## src/spc_pkg.sv

```systemverilog
// Purpose: Shared constants and types for the sampling clock synthesizer control block.
// Assumes: 32-bit APB; each register is the low byte of an aligned word at byte address 4 * index.
// Notes: Reset values of the divider and loop-filter fields give a 200 MHz sample clock from a 100 MHz reference.
package spc_pkg;

   localparam int ADDR_W = 12;
   localparam int DATA_W = 32;
   localparam int REG_W = 8;
   localparam int IDX_W = 10;

   localparam logic [IDX_W-1:0] IDX_SOFT_RESET = 10'h000;
   localparam logic [IDX_W-1:0] IDX_CLK_SOURCE = 10'h053;
   localparam logic [IDX_W-1:0] IDX_REFDIV_LO = 10'h054;
   localparam logic [IDX_W-1:0] IDX_REFDIV_OUTDIV = 10'h055;
   localparam logic [IDX_W-1:0] IDX_FBDIV_LO = 10'h056;
   localparam logic [IDX_W-1:0] IDX_FBDIV_HI = 10'h057;
   localparam logic [IDX_W-1:0] IDX_CHARGE_PUMP = 10'h058;
   localparam logic [IDX_W-1:0] IDX_SYNTH_ENABLE = 10'h059;
   localparam logic [IDX_W-1:0] IDX_LOOP_RES = 10'h05A;
   localparam logic [IDX_W-1:0] IDX_LOOP_CAP3 = 10'h05B;
   localparam logic [IDX_W-1:0] IDX_LOOP_CAP1 = 10'h05C;
   localparam logic [IDX_W-1:0] IDX_LOOP_CAP2 = 10'h05D;
   localparam logic [IDX_W-1:0] IDX_OUT_BIAS_ENABLE = 10'h05F;
   localparam logic [IDX_W-1:0] IDX_CAL_TRIGGER = 10'h06B;
   localparam logic [IDX_W-1:0] IDX_OUT_CLOCK_CTRL = 10'h06D;
   localparam logic [IDX_W-1:0] IDX_STATUS = 10'h0D1;

   // Field widths and positions.
   localparam int REFDIV_W = 10;
   localparam int FBDIV_W = 12;
   localparam int OUTDIV_W = 4;
   localparam int CP_W = 4;
   localparam int LOOP_W = 5;
   localparam int DLY_W = 3;
   localparam int REFDIV_HI_LSB = 0;
   localparam int OUTDIV_LSB = 4;
   localparam int FBDIV_HI_W = 4;
   localparam int BIT_SOFT_RESET = 0;
   localparam int BIT_CLK_SOURCE = 0;
   localparam int BIT_SYNTH_EN = 0;
   localparam int BIT_REFDIV_EN = 1;
   localparam int BIT_OUT_EN = 0;
   localparam int BIT_BIAS_EN = 1;
   localparam int BIT_CAL_TRIGGER = 0;
   localparam int DLY_LSB = 0;
   localparam int BIT_CLK_ROUTE_EN = 3;
   localparam int BIT_CAL_DONE = 0;
   localparam int BIT_VCO_LOW = 1;
   localparam int BIT_VCO_HIGH = 2;

   // Reset values.
   localparam logic [REFDIV_W-1:0] RST_REFDIV = 10'h00A;
   localparam logic [FBDIV_W-1:0] RST_FBDIV = 12'h078;
   localparam logic [OUTDIV_W-1:0] RST_OUTDIV = 4'h6;
   localparam logic [CP_W-1:0] RST_CP = 4'h4;
   localparam logic [LOOP_W-1:0] RST_RES = 5'h1F;
   localparam logic [LOOP_W-1:0] RST_CAP3 = 5'h02;
   localparam logic [LOOP_W-1:0] RST_CAP2 = 5'h01;
   localparam logic [LOOP_W-1:0] RST_CAP1 = 5'h01;
   localparam logic [DLY_W-1:0] RST_DLY = 3'h0;

   // Calibration run time, rounded up to whole clock cycles.
   localparam int CLK_MHZ = 250;
   localparam int CAL_TIME_NS = 2000;
   localparam int CAL_CYCLES = (CAL_TIME_NS * CLK_MHZ + 999) / 1000;
   localparam int CAL_CNT_W = 10;

   localparam int DRIFT_W = 2;

   typedef enum logic [0:0] {CAL_IDLE, CAL_RUN} spc_cal_state_t;

endpackage

```

## src/spc_synth_ctrl.sv

```systemverilog
// Purpose: Register file and calibration sequencer for the sampling clock synthesizer.
// Assumes: Zero wait-state APB slave; analog loop, dividers and clock gating read the outputs.
// Notes: The calibration run is timed internally; the analog loop follows cal_active.
//
// Overview of operation
// Feedback divider N is a 12-bit field, values 1 to 4095.
// Reference divider R is a 10-bit field, values 1 to 1023, at 0x54-0x55.
// Host keeps reference times N over R within 1.075 to 1.325 GHz.
// Host sets 4-bit output divider for an 80 to 250 MHz sample clock.
// Host should favour lower VCO and higher comparison frequency for jitter.
// Host recalibrates after reference change or divider rewrite.
// Toggling the trigger bit at 0x6B runs a calibration.
// Leaving soft reset at 0x00 also runs a calibration.
// Read-only calibration status bit sits at 0xD1.
// Low and high VCO drift bits are readable at 0xD1.
// Synthesizer enable and reference divider enable sit at 0x59.
// Synthesizer output enable and bias enable sit at 0x5F.
// Charge-pump bias is a 4-bit field at 0x58, 25 uA steps.
// Loop resistor and three capacitors are 5-bit fields at 0x5A-0x5D.
// Host should use recommended charge-pump and loop-filter settings per band.
// Output data clock delay in VCO cycles is a 3-bit field at 0x6D.
// Synthesized clock reaches the converter only while the 0x6D enable is set.
// Output divider shares 0x55 with the upper reference divider bits.
// Source select 1 takes the sample clock from the synthesizer.
// Calibration status reads not-done from start until the run ends.
// A calibration starts on the trigger bit rising, once per toggle.
//
// Local design decisions: register access over APB and the register addresses.
module spc_synth_ctrl
   import spc_pkg::*;
(
   input wire logic pclk,
   input wire logic presetn,
   input wire logic psel,
   input wire logic penable,
   input wire logic pwrite,
   input wire logic [ADDR_W-1:0] paddr,
   input wire logic [DATA_W-1:0] pwdata,
   input wire logic [3:0] pstrb,
   output logic [DATA_W-1:0] prdata,
   output logic pready,
   output logic pslverr,
   input wire logic vco_low_drift_in,
   input wire logic vco_high_drift_in,
   output logic soft_reset_active,
   output logic clk_from_synth,
   output logic [REFDIV_W-1:0] reference_divider_r,
   output logic [FBDIV_W-1:0] feedback_divider_n,
   output logic [OUTDIV_W-1:0] synth_output_divider,
   output logic [CP_W-1:0] charge_pump_current,
   output logic [LOOP_W-1:0] loop_resistor_select,
   output logic [LOOP_W-1:0] loop_cap_one_select,
   output logic [LOOP_W-1:0] loop_cap_two_select,
   output logic [LOOP_W-1:0] loop_cap_three_select,
   output logic synth_enable,
   output logic ref_divider_enable,
   output logic synth_out_enable,
   output logic synth_bias_enable,
   output logic [DLY_W-1:0] out_clock_vco_delay,
   output logic synth_clk_route_enable,
   output logic cal_active
);

   typedef struct packed {
      logic soft_reset;
      logic clk_source;
      logic [REFDIV_W-1:0] refdiv;
      logic [FBDIV_W-1:0] fbdiv;
      logic [OUTDIV_W-1:0] outdiv;
      logic [CP_W-1:0] cp;
      logic [LOOP_W-1:0] res;
      logic [LOOP_W-1:0] cap1;
      logic [LOOP_W-1:0] cap2;
      logic [LOOP_W-1:0] cap3;
      logic synth_en;
      logic refdiv_en;
      logic out_en;
      logic bias_en;
      logic cal_trigger;
      logic [DLY_W-1:0] dly;
      logic clk_route_en;
      spc_cal_state_t cal_state;
      logic [CAL_CNT_W-1:0] cal_cnt;
      logic cal_done;
      logic [DATA_W-1:0] rdata;
   } spc_ctrl_state_t;

   spc_ctrl_state_t st_q;
   spc_ctrl_state_t st_d;
   logic [DRIFT_W-1:0] drift_sync;
   logic [REG_W-1:0] wbyte;
   logic wr_en;
   logic cal_start;

   localparam spc_ctrl_state_t RESET_STATE = '{
      soft_reset: 1'b0, clk_source: 1'b0, refdiv: RST_REFDIV, fbdiv: RST_FBDIV,
      outdiv: RST_OUTDIV, cp: RST_CP, res: RST_RES, cap1: RST_CAP1, cap2: RST_CAP2,
      cap3: RST_CAP3, synth_en: 1'b0, refdiv_en: 1'b0, out_en: 1'b0, bias_en: 1'b0,
      cal_trigger: 1'b0, dly: RST_DLY, clk_route_en: 1'b0, cal_state: CAL_IDLE,
      cal_cnt: '0, cal_done: 1'b0, rdata: '0};

   // Word-aligned hit on one register index.
   function automatic logic reg_hit(input logic [ADDR_W-1:0] addr, input logic [IDX_W-1:0] idx);
      reg_hit = (addr[1:0] == 2'h0) && (addr[ADDR_W-1:2] == idx);
   endfunction

   function automatic logic addr_mapped(input logic [ADDR_W-1:0] addr);
      addr_mapped = reg_hit(addr, IDX_SOFT_RESET) || reg_hit(addr, IDX_CLK_SOURCE) ||
                    reg_hit(addr, IDX_REFDIV_LO) || reg_hit(addr, IDX_REFDIV_OUTDIV) ||
                    reg_hit(addr, IDX_FBDIV_LO) || reg_hit(addr, IDX_FBDIV_HI) ||
                    reg_hit(addr, IDX_CHARGE_PUMP) || reg_hit(addr, IDX_SYNTH_ENABLE) ||
                    reg_hit(addr, IDX_LOOP_RES) || reg_hit(addr, IDX_LOOP_CAP3) ||
                    reg_hit(addr, IDX_LOOP_CAP1) || reg_hit(addr, IDX_LOOP_CAP2) ||
                    reg_hit(addr, IDX_OUT_BIAS_ENABLE) || reg_hit(addr, IDX_CAL_TRIGGER) ||
                    reg_hit(addr, IDX_OUT_CLOCK_CTRL) || reg_hit(addr, IDX_STATUS);
   endfunction

   // Byte value of one register.
   function automatic logic [REG_W-1:0] read_byte(input logic [ADDR_W-1:0] addr, input spc_ctrl_state_t s,
                                                  input logic [DRIFT_W-1:0] drift);
      logic [REG_W-1:0] v;
      v = '0;
      if (reg_hit(addr, IDX_SOFT_RESET))
      begin
         v[BIT_SOFT_RESET] = s.soft_reset;
      end
      if (reg_hit(addr, IDX_CLK_SOURCE))
      begin
         v[BIT_CLK_SOURCE] = s.clk_source;
      end
      if (reg_hit(addr, IDX_REFDIV_LO))
      begin
         v = s.refdiv[REG_W-1:0];
      end
      if (reg_hit(addr, IDX_REFDIV_OUTDIV))
      begin
         v[REFDIV_HI_LSB +: REFDIV_W-REG_W] = s.refdiv[REFDIV_W-1:REG_W];
         v[OUTDIV_LSB +: OUTDIV_W] = s.outdiv;
      end
      if (reg_hit(addr, IDX_FBDIV_LO))
      begin
         v = s.fbdiv[REG_W-1:0];
      end
      if (reg_hit(addr, IDX_FBDIV_HI))
      begin
         v[FBDIV_HI_W-1:0] = s.fbdiv[FBDIV_W-1:REG_W];
      end
      if (reg_hit(addr, IDX_CHARGE_PUMP))
      begin
         v[CP_W-1:0] = s.cp;
      end
      if (reg_hit(addr, IDX_SYNTH_ENABLE))
      begin
         v[BIT_SYNTH_EN] = s.synth_en;
         v[BIT_REFDIV_EN] = s.refdiv_en;
      end
      if (reg_hit(addr, IDX_LOOP_RES))
      begin
         v[LOOP_W-1:0] = s.res;
      end
      if (reg_hit(addr, IDX_LOOP_CAP3))
      begin
         v[LOOP_W-1:0] = s.cap3;
      end
      if (reg_hit(addr, IDX_LOOP_CAP1))
      begin
         v[LOOP_W-1:0] = s.cap1;
      end
      if (reg_hit(addr, IDX_LOOP_CAP2))
      begin
         v[LOOP_W-1:0] = s.cap2;
      end
      if (reg_hit(addr, IDX_OUT_BIAS_ENABLE))
      begin
         v[BIT_OUT_EN] = s.out_en;
         v[BIT_BIAS_EN] = s.bias_en;
      end
      if (reg_hit(addr, IDX_CAL_TRIGGER))
      begin
         v[BIT_CAL_TRIGGER] = s.cal_trigger;
      end
      if (reg_hit(addr, IDX_OUT_CLOCK_CTRL))
      begin
         v[DLY_LSB +: DLY_W] = s.dly;
         v[BIT_CLK_ROUTE_EN] = s.clk_route_en;
      end
      if (reg_hit(addr, IDX_STATUS))
      begin
         v[BIT_CAL_DONE] = s.cal_done;
         v[BIT_VCO_LOW] = drift[0];
         v[BIT_VCO_HIGH] = drift[1];
      end
      read_byte = v;
   endfunction

   spc_input_sync u_drift_sync (
      .pclk(pclk),
      .presetn(presetn),
      .async_in({vco_high_drift_in, vco_low_drift_in}),
      .sync_out(drift_sync)
   );

   assign wbyte = pwdata[REG_W-1:0];
   // Only byte lane 0 carries data; a write without it is dropped.
   assign wr_en = psel && penable && pwrite && pstrb[0] && addr_mapped(paddr);

   // One run per trigger rise and one per soft reset release.
   assign cal_start = (wr_en && reg_hit(paddr, IDX_CAL_TRIGGER) && !st_q.cal_trigger &&
                       wbyte[BIT_CAL_TRIGGER]) ||
                      (wr_en && reg_hit(paddr, IDX_SOFT_RESET) && st_q.soft_reset &&
                       !wbyte[BIT_SOFT_RESET]);

   always_comb
   begin
      st_d = st_q;
      // Read data is taken at setup so that prdata comes from a flop.
      if (psel && !penable)
      begin
         st_d.rdata = {{(DATA_W-REG_W){1'b0}}, read_byte(paddr, st_q, drift_sync)};
      end
      if (wr_en)
      begin
         if (reg_hit(paddr, IDX_SOFT_RESET))
         begin
            st_d.soft_reset = wbyte[BIT_SOFT_RESET];
         end
         if (reg_hit(paddr, IDX_CLK_SOURCE))
         begin
            st_d.clk_source = wbyte[BIT_CLK_SOURCE];
         end
         if (reg_hit(paddr, IDX_REFDIV_LO))
         begin
            st_d.refdiv[REG_W-1:0] = wbyte;
         end
         if (reg_hit(paddr, IDX_REFDIV_OUTDIV))
         begin
            st_d.refdiv[REFDIV_W-1:REG_W] = wbyte[REFDIV_HI_LSB +: REFDIV_W-REG_W];
            st_d.outdiv = wbyte[OUTDIV_LSB +: OUTDIV_W];
         end
         if (reg_hit(paddr, IDX_FBDIV_LO))
         begin
            st_d.fbdiv[REG_W-1:0] = wbyte;
         end
         if (reg_hit(paddr, IDX_FBDIV_HI))
         begin
            st_d.fbdiv[FBDIV_W-1:REG_W] = wbyte[FBDIV_HI_W-1:0];
         end
         if (reg_hit(paddr, IDX_CHARGE_PUMP))
         begin
            st_d.cp = wbyte[CP_W-1:0];
         end
         if (reg_hit(paddr, IDX_SYNTH_ENABLE))
         begin
            st_d.synth_en = wbyte[BIT_SYNTH_EN];
            st_d.refdiv_en = wbyte[BIT_REFDIV_EN];
         end
         if (reg_hit(paddr, IDX_LOOP_RES))
         begin
            st_d.res = wbyte[LOOP_W-1:0];
         end
         if (reg_hit(paddr, IDX_LOOP_CAP3))
         begin
            st_d.cap3 = wbyte[LOOP_W-1:0];
         end
         if (reg_hit(paddr, IDX_LOOP_CAP1))
         begin
            st_d.cap1 = wbyte[LOOP_W-1:0];
         end
         if (reg_hit(paddr, IDX_LOOP_CAP2))
         begin
            st_d.cap2 = wbyte[LOOP_W-1:0];
         end
         if (reg_hit(paddr, IDX_OUT_BIAS_ENABLE))
         begin
            st_d.out_en = wbyte[BIT_OUT_EN];
            st_d.bias_en = wbyte[BIT_BIAS_EN];
         end
         if (reg_hit(paddr, IDX_CAL_TRIGGER))
         begin
            st_d.cal_trigger = wbyte[BIT_CAL_TRIGGER];
         end
         if (reg_hit(paddr, IDX_OUT_CLOCK_CTRL))
         begin
            st_d.dly = wbyte[DLY_LSB +: DLY_W];
            st_d.clk_route_en = wbyte[BIT_CLK_ROUTE_EN];
         end
      end
      // A start during a run restarts the timer, so the last start always gets a full run.
      case (st_q.cal_state)
         CAL_IDLE:
         begin
            if (cal_start)
            begin
               st_d.cal_state = CAL_RUN;
               st_d.cal_cnt = '0;
               st_d.cal_done = 1'b0;
            end
         end
         CAL_RUN:
         begin
            if (cal_start)
            begin
               st_d.cal_cnt = '0;
            end
            else if (st_q.cal_cnt == CAL_CNT_W'(CAL_CYCLES - 1))
            begin
               st_d.cal_state = CAL_IDLE;
               st_d.cal_done = 1'b1;
            end
            else
            begin
               st_d.cal_cnt = st_q.cal_cnt + CAL_CNT_W'(1);
            end
         end
         default:
         begin
            st_d.cal_state = CAL_IDLE;
         end
      endcase
   end

   always_ff @(posedge pclk or negedge presetn)
   begin
      if (!presetn)
      begin
         st_q <= RESET_STATE;
      end
      else
      begin
         st_q <= st_d;
      end
   end

   assign prdata = st_q.rdata;
   assign pready = 1'b1;
   assign pslverr = psel && penable && !addr_mapped(paddr);
   assign soft_reset_active = st_q.soft_reset;
   assign clk_from_synth = st_q.clk_source;
   assign reference_divider_r = st_q.refdiv;
   assign feedback_divider_n = st_q.fbdiv;
   assign synth_output_divider = st_q.outdiv;
   assign charge_pump_current = st_q.cp;
   assign loop_resistor_select = st_q.res;
   assign loop_cap_one_select = st_q.cap1;
   assign loop_cap_two_select = st_q.cap2;
   assign loop_cap_three_select = st_q.cap3;
   assign synth_enable = st_q.synth_en;
   assign ref_divider_enable = st_q.refdiv_en;
   assign synth_out_enable = st_q.out_en;
   assign synth_bias_enable = st_q.bias_en;
   assign out_clock_vco_delay = st_q.dly;
   assign synth_clk_route_enable = st_q.clk_route_en && st_q.clk_source;
   assign cal_active = (st_q.cal_state == CAL_RUN);

endmodule

```

## src/spc_input_sync.sv

```systemverilog
// Purpose: Brings the asynchronous drift indications into the pclk domain.
// Assumes: Inputs change slowly compared with pclk.
// Notes: A new level is accepted only once the second and third stages agree, filtering one-cycle glitches.
module spc_input_sync
   import spc_pkg::*;
(
   input wire logic pclk,
   input wire logic presetn,
   input wire logic [DRIFT_W-1:0] async_in,
   output logic [DRIFT_W-1:0] sync_out
);

   typedef struct packed {
      logic [DRIFT_W-1:0] s1;
      logic [DRIFT_W-1:0] s2;
      logic [DRIFT_W-1:0] s3;
      logic [DRIFT_W-1:0] level;
   } spc_sync_state_t;

   spc_sync_state_t st_q;
   spc_sync_state_t st_d;

   always_comb
   begin
      st_d = st_q;
      st_d.s1 = async_in;
      // The first stage is read only by the second stage.
      st_d.s2 = st_q.s1;
      st_d.s3 = st_q.s2;
      for (int i = 0; i < DRIFT_W; i++)
      begin
         if (st_q.s2[i] == st_q.s3[i])
         begin
            st_d.level[i] = st_q.s3[i];
         end
      end
   end

   always_ff @(posedge pclk or negedge presetn)
   begin
      if (!presetn)
      begin
         st_q <= '0;
      end
      else
      begin
         st_q <= st_d;
      end
   end

   assign sync_out = st_q.level;

endmodule

```

## config.mk

```make
export PLATFORM = sky130hd
export DESIGN_NAME = spc_synth_ctrl
export DESIGN_NICKNAME = d
export VERILOG_FILES = /design/src/spc_pkg.sv /design/src/spc_synth_ctrl.sv /design/src/spc_input_sync.sv
export SDC_FILE = /design/constraint.sdc
export NUM_CORES = 1
export LEC_CHECK = 0
export BUFFER_PORTS_ARGS = -buffer_cell sky130_fd_sc_hd__buf_2
export CORE_ASPECT_RATIO = 1.4
export CORE_MARGIN = 5
export CORE_UTILIZATION = 57
export DETAILED_ROUTE_END_ITERATION = 12
export GPL_ROUTABILITY_DRIVEN = 0
export GPL_TIMING_DRIVEN = 1
export PLACE_DENSITY = 0.84
export SLEW_MARGIN = 20
export SYNTH_ARGS = -nofsm -noshare
export SYNTH_HDL_FRONTEND = slang
export SYNTH_SLANG_ARGS = --single-unit
export TNS_END_PERCENT = 50
```

## constraint.sdc

```tcl
create_clock -name pclk -period 3.5 [get_ports pclk]
set_input_delay 0.35 -clock pclk [delete_from_list [all_inputs] [get_ports pclk]]
set_output_delay 0.35 -clock pclk [all_outputs]
set_load 0.1 [all_outputs]
```

==> key figures <==
Clock tree
  • CTS resizes: 0
  • CTS clock-pin slew for the worst setup and hold paths: about 60 ps
  • H-tree depth: 3
  • Worst-Skew Late Latency: approximately 350 ps
  • Max clock buf depth: 2
  • Hold Buf Count CTS: 0
  • Clock root cell: clkbuf_16
  • Post-CTS Setup Repair Bufs: 0
  • Num CTS Buffers: 9
  • Clock sink total: between 80 and 90
  • CTS tree: built

Critical path
  • Critical path type: in -> out
  • CP Capture Type: primary output
  • CP max stage delay: ~710 ps
  • Max FO, Critical Path: 34
  • Worst EP required: roughly 3200 ps
  • Startpoint types: input port
  • Critical path buffers and inverters: 2
  • CP max stage cell: or4bb_1
  • CP dominant cell by count: buf_2
  • Critical Path, Cell by Cell: buf_2 > or4bb_1 > o32a_1 > o2111a_1 > buf_2
  • CP top delay family: buffers and inverters
  • Arrival @ worst endpoint: 2420 ps

Yosys
  • Post-synth top cells: buf_4, dfrtp_1, mux2_2, nor2_1, nand2_1
  • Largest area contributor in the netlist: dfrtp_1
  • Top-count cell post-synth: buf_4
  • Mapped Cells: about 510
  • Synth area leaders: dfrtp_1, mux2_2, buf_4
  • Ys flop type: dfrtp_1
  • Sequential area share after synthesis: between 40 and 50%
  • YS warnings: 0
  • EDFF count, synth: 0
  • Synthesized flop and latch total: 89
  • Yosys cell types: 65
  • Mapped Area: just over 0.005 mm2
  • Synth top area share: 34.7%
  • Ys async rst share: 100%
  • Syn avg cell area: about 10 um2

STA
  • # setup viols final: 0
  • Least-Margin Pin Slew: 1170 ps
  • Slew Viols, Final: 0
  • Min Clock Period, post-route: 2770 ps
  • RSZ-0062 raised after global routing: false
  • Layout Skew: between 4 and 5 ps
  • Fmax achieved: 360 MHz
  • Worst relative slew slack: 20.9%
  • Setup TNS: 0 ps
  • Tcrit/Tclk final: between 70% and 80%
  • Hold Vio Cnt, Final: 0

Global routing
  • GRT overflow: 0
  • Met3 Usage GRT: roughly 5%
  • Largest net degree at the start of global routing: 90
  • Initial antenna violation count: 0
  • Number of global-route vias before repair: around 4000
  • First-pass GRT wire length: slightly above 20000 um
  • Gr usage total: approximately a quarter
  • Met2 Use GR: about two fifths
  • GR Layer Usage met1: 29.1%
  • GRT busiest layer: met2

Floorplan
  • Rows: roughly 40
  • Starting Density: between 50% and 60%
  • Ports: 150
  • Die Ht: between 100 and 150 um
  • Die area: about 0.011 mm2
  • Die W: roughly 91 um
  • Core Footprint: 0.00898 mm2

Layout
  • Synth-to-Final Area Change: 7.03%
  • Antenna cells: 0
  • Reg area: around 0.0022 mm2
  • Fill cells: 745
  • Share of cells above drive strength 1: 38.1%
  • NumNets Final: 594
  • Area of the multi-input gates: around 0.0023 mm2
  • Finished Layout Cells: between 600 and 700

Route
  • First-pass iteration count of the detailed router: 5
  • Total Wirelength: 13000 um
  • Vias per cell: around 6
  • Routed Antenna Nets: 0
  • DRT iter0 DRCs: 436
  • Post-route DRC: 0
  • Vias: about 4000
  • Wire per inst: 19.9 um

Placement
  • Detailed placement HPWL: 9380 um
  • DP Cell Count: 634
  • IO Port Bufs: 97

Power and ir drop
  • Power after layout: approximately 0.0024 W
  • VDD IR max: roughly 0.00027 V
  • Leakage: 2.73 nW
  • PwrDens: around 440 mW/mm2

Min path
  • Hold WC Path Type: in -> async

Run
  • # Max-Cap Violations: 0

Outcome
  • Status: finished, final reports clean
[metrics by stage]
step / area, um2 / setup WS (ps) / hold slack [ps] / util, %
after floorplan: 5280 / 865 / 54.4 / -
after global placement: 5230 / 615 / 336 / 58.2
after detailed placement: 5230 / 533 / 346 / 58.2
after CTS: 5560 / 764 / 99.9 / 61.9
after global routing: 5560 / 679 / 101 / 62.0
final: 5560 / 725 / 56.7 / 62.0
[worst paths after layout]
| path | from | endpoint | slack (ps) | depth (start not counted) |
|---|---|---|---|---|
| worst max-delay path | paddr[3] | pslverr | 730 | 5 |
| worst min-delay path | presetn | u_drift_sync.st_q[2] | 60 | 1 |
| worst max register to register | charge_pump_current[1] | prdata[1] | 1610 | 4 |
| worst min register to register | u_drift_sync.st_d[4] | u_drift_sync.st_d[2] | 360 | 0 |
| max in group asynchronous | presetn | st_q[41] | 2900 | 1 |
| min in group pclk | vco_high_drift_in | u_drift_sync.st_d[5] | 100 | 1 |
[power by group]
part	internal, W	total (W)	switching (W)
Clock	0.000647	0.00105	0.000407
Combinational	0.0000558	0.000307	0.000252
Sequential	0.00106	0.00108	0.0000248
Total	0.00176	0.00244	0.000684
[cells by family after synthesis]
logic type | Yosys count | synth area share, %
compound gates | 72 | 9.73
xor+xnor | 9 | 1.52
simple gates | 152 | 15.8
fa+ha+maj | 3 | 0.626
other cells | 2 | 0.145
mux | 68 | 14.6
buf+inv | 111 | 14.3
flops | 89 | 43.3
[state kept, by name, indices dropped and copies added (netlist names), 3 cells and up]
| name | flops |
|---|---|
| synth_output_divider | 4 |
| prdata | 8 |
| loop_cap_two_select | 5 |
| loop_resistor_select | 5 |
| loop_cap_three_select | 5 |
| charge_pump_current | 4 |
| loop_cap_one_select | 5 |
| out_clock_vco_delay | 3 |
| reference_divider_r | 10 |
| st_q | 13 |
| u_drift_sync.st_d | 4 |
| feedback_divider_n | 12 |
[routing by layer]
metal | vias to the layer above | share of wire (%)
met4 | 0 | 4.5
met5 | - | 0
li1 | 1790 | -
met3 | 55 | 8.6
met2 | 250 | 50
met1 | 1902 | 37
[cell usage in the layout (no fill, tap or decap), drive strengths merged, types with 10 or more instances in the layout]
master  count
buf       103
dfrtp      72
mux2       62
nor2       40
nand2      35
conb       25
dfstp      17
a21oi      16
nand3      13
o21ai      12
clkbuf     10
[layout make-up]
class | count | area share, %
Multi-Input combinational cell | 329 | 41.2
Sequential cell | 89 | 40.4
Timing Repair Buffer | 103 | 9.65
Clock buffer | 10 | 4.30
Tap cell | 107 | 2.41
Clock inverter | 6 | 1.62
Inverter | 6 | 0.405
No activity file was read; power rests on OpenSTA's default activity.
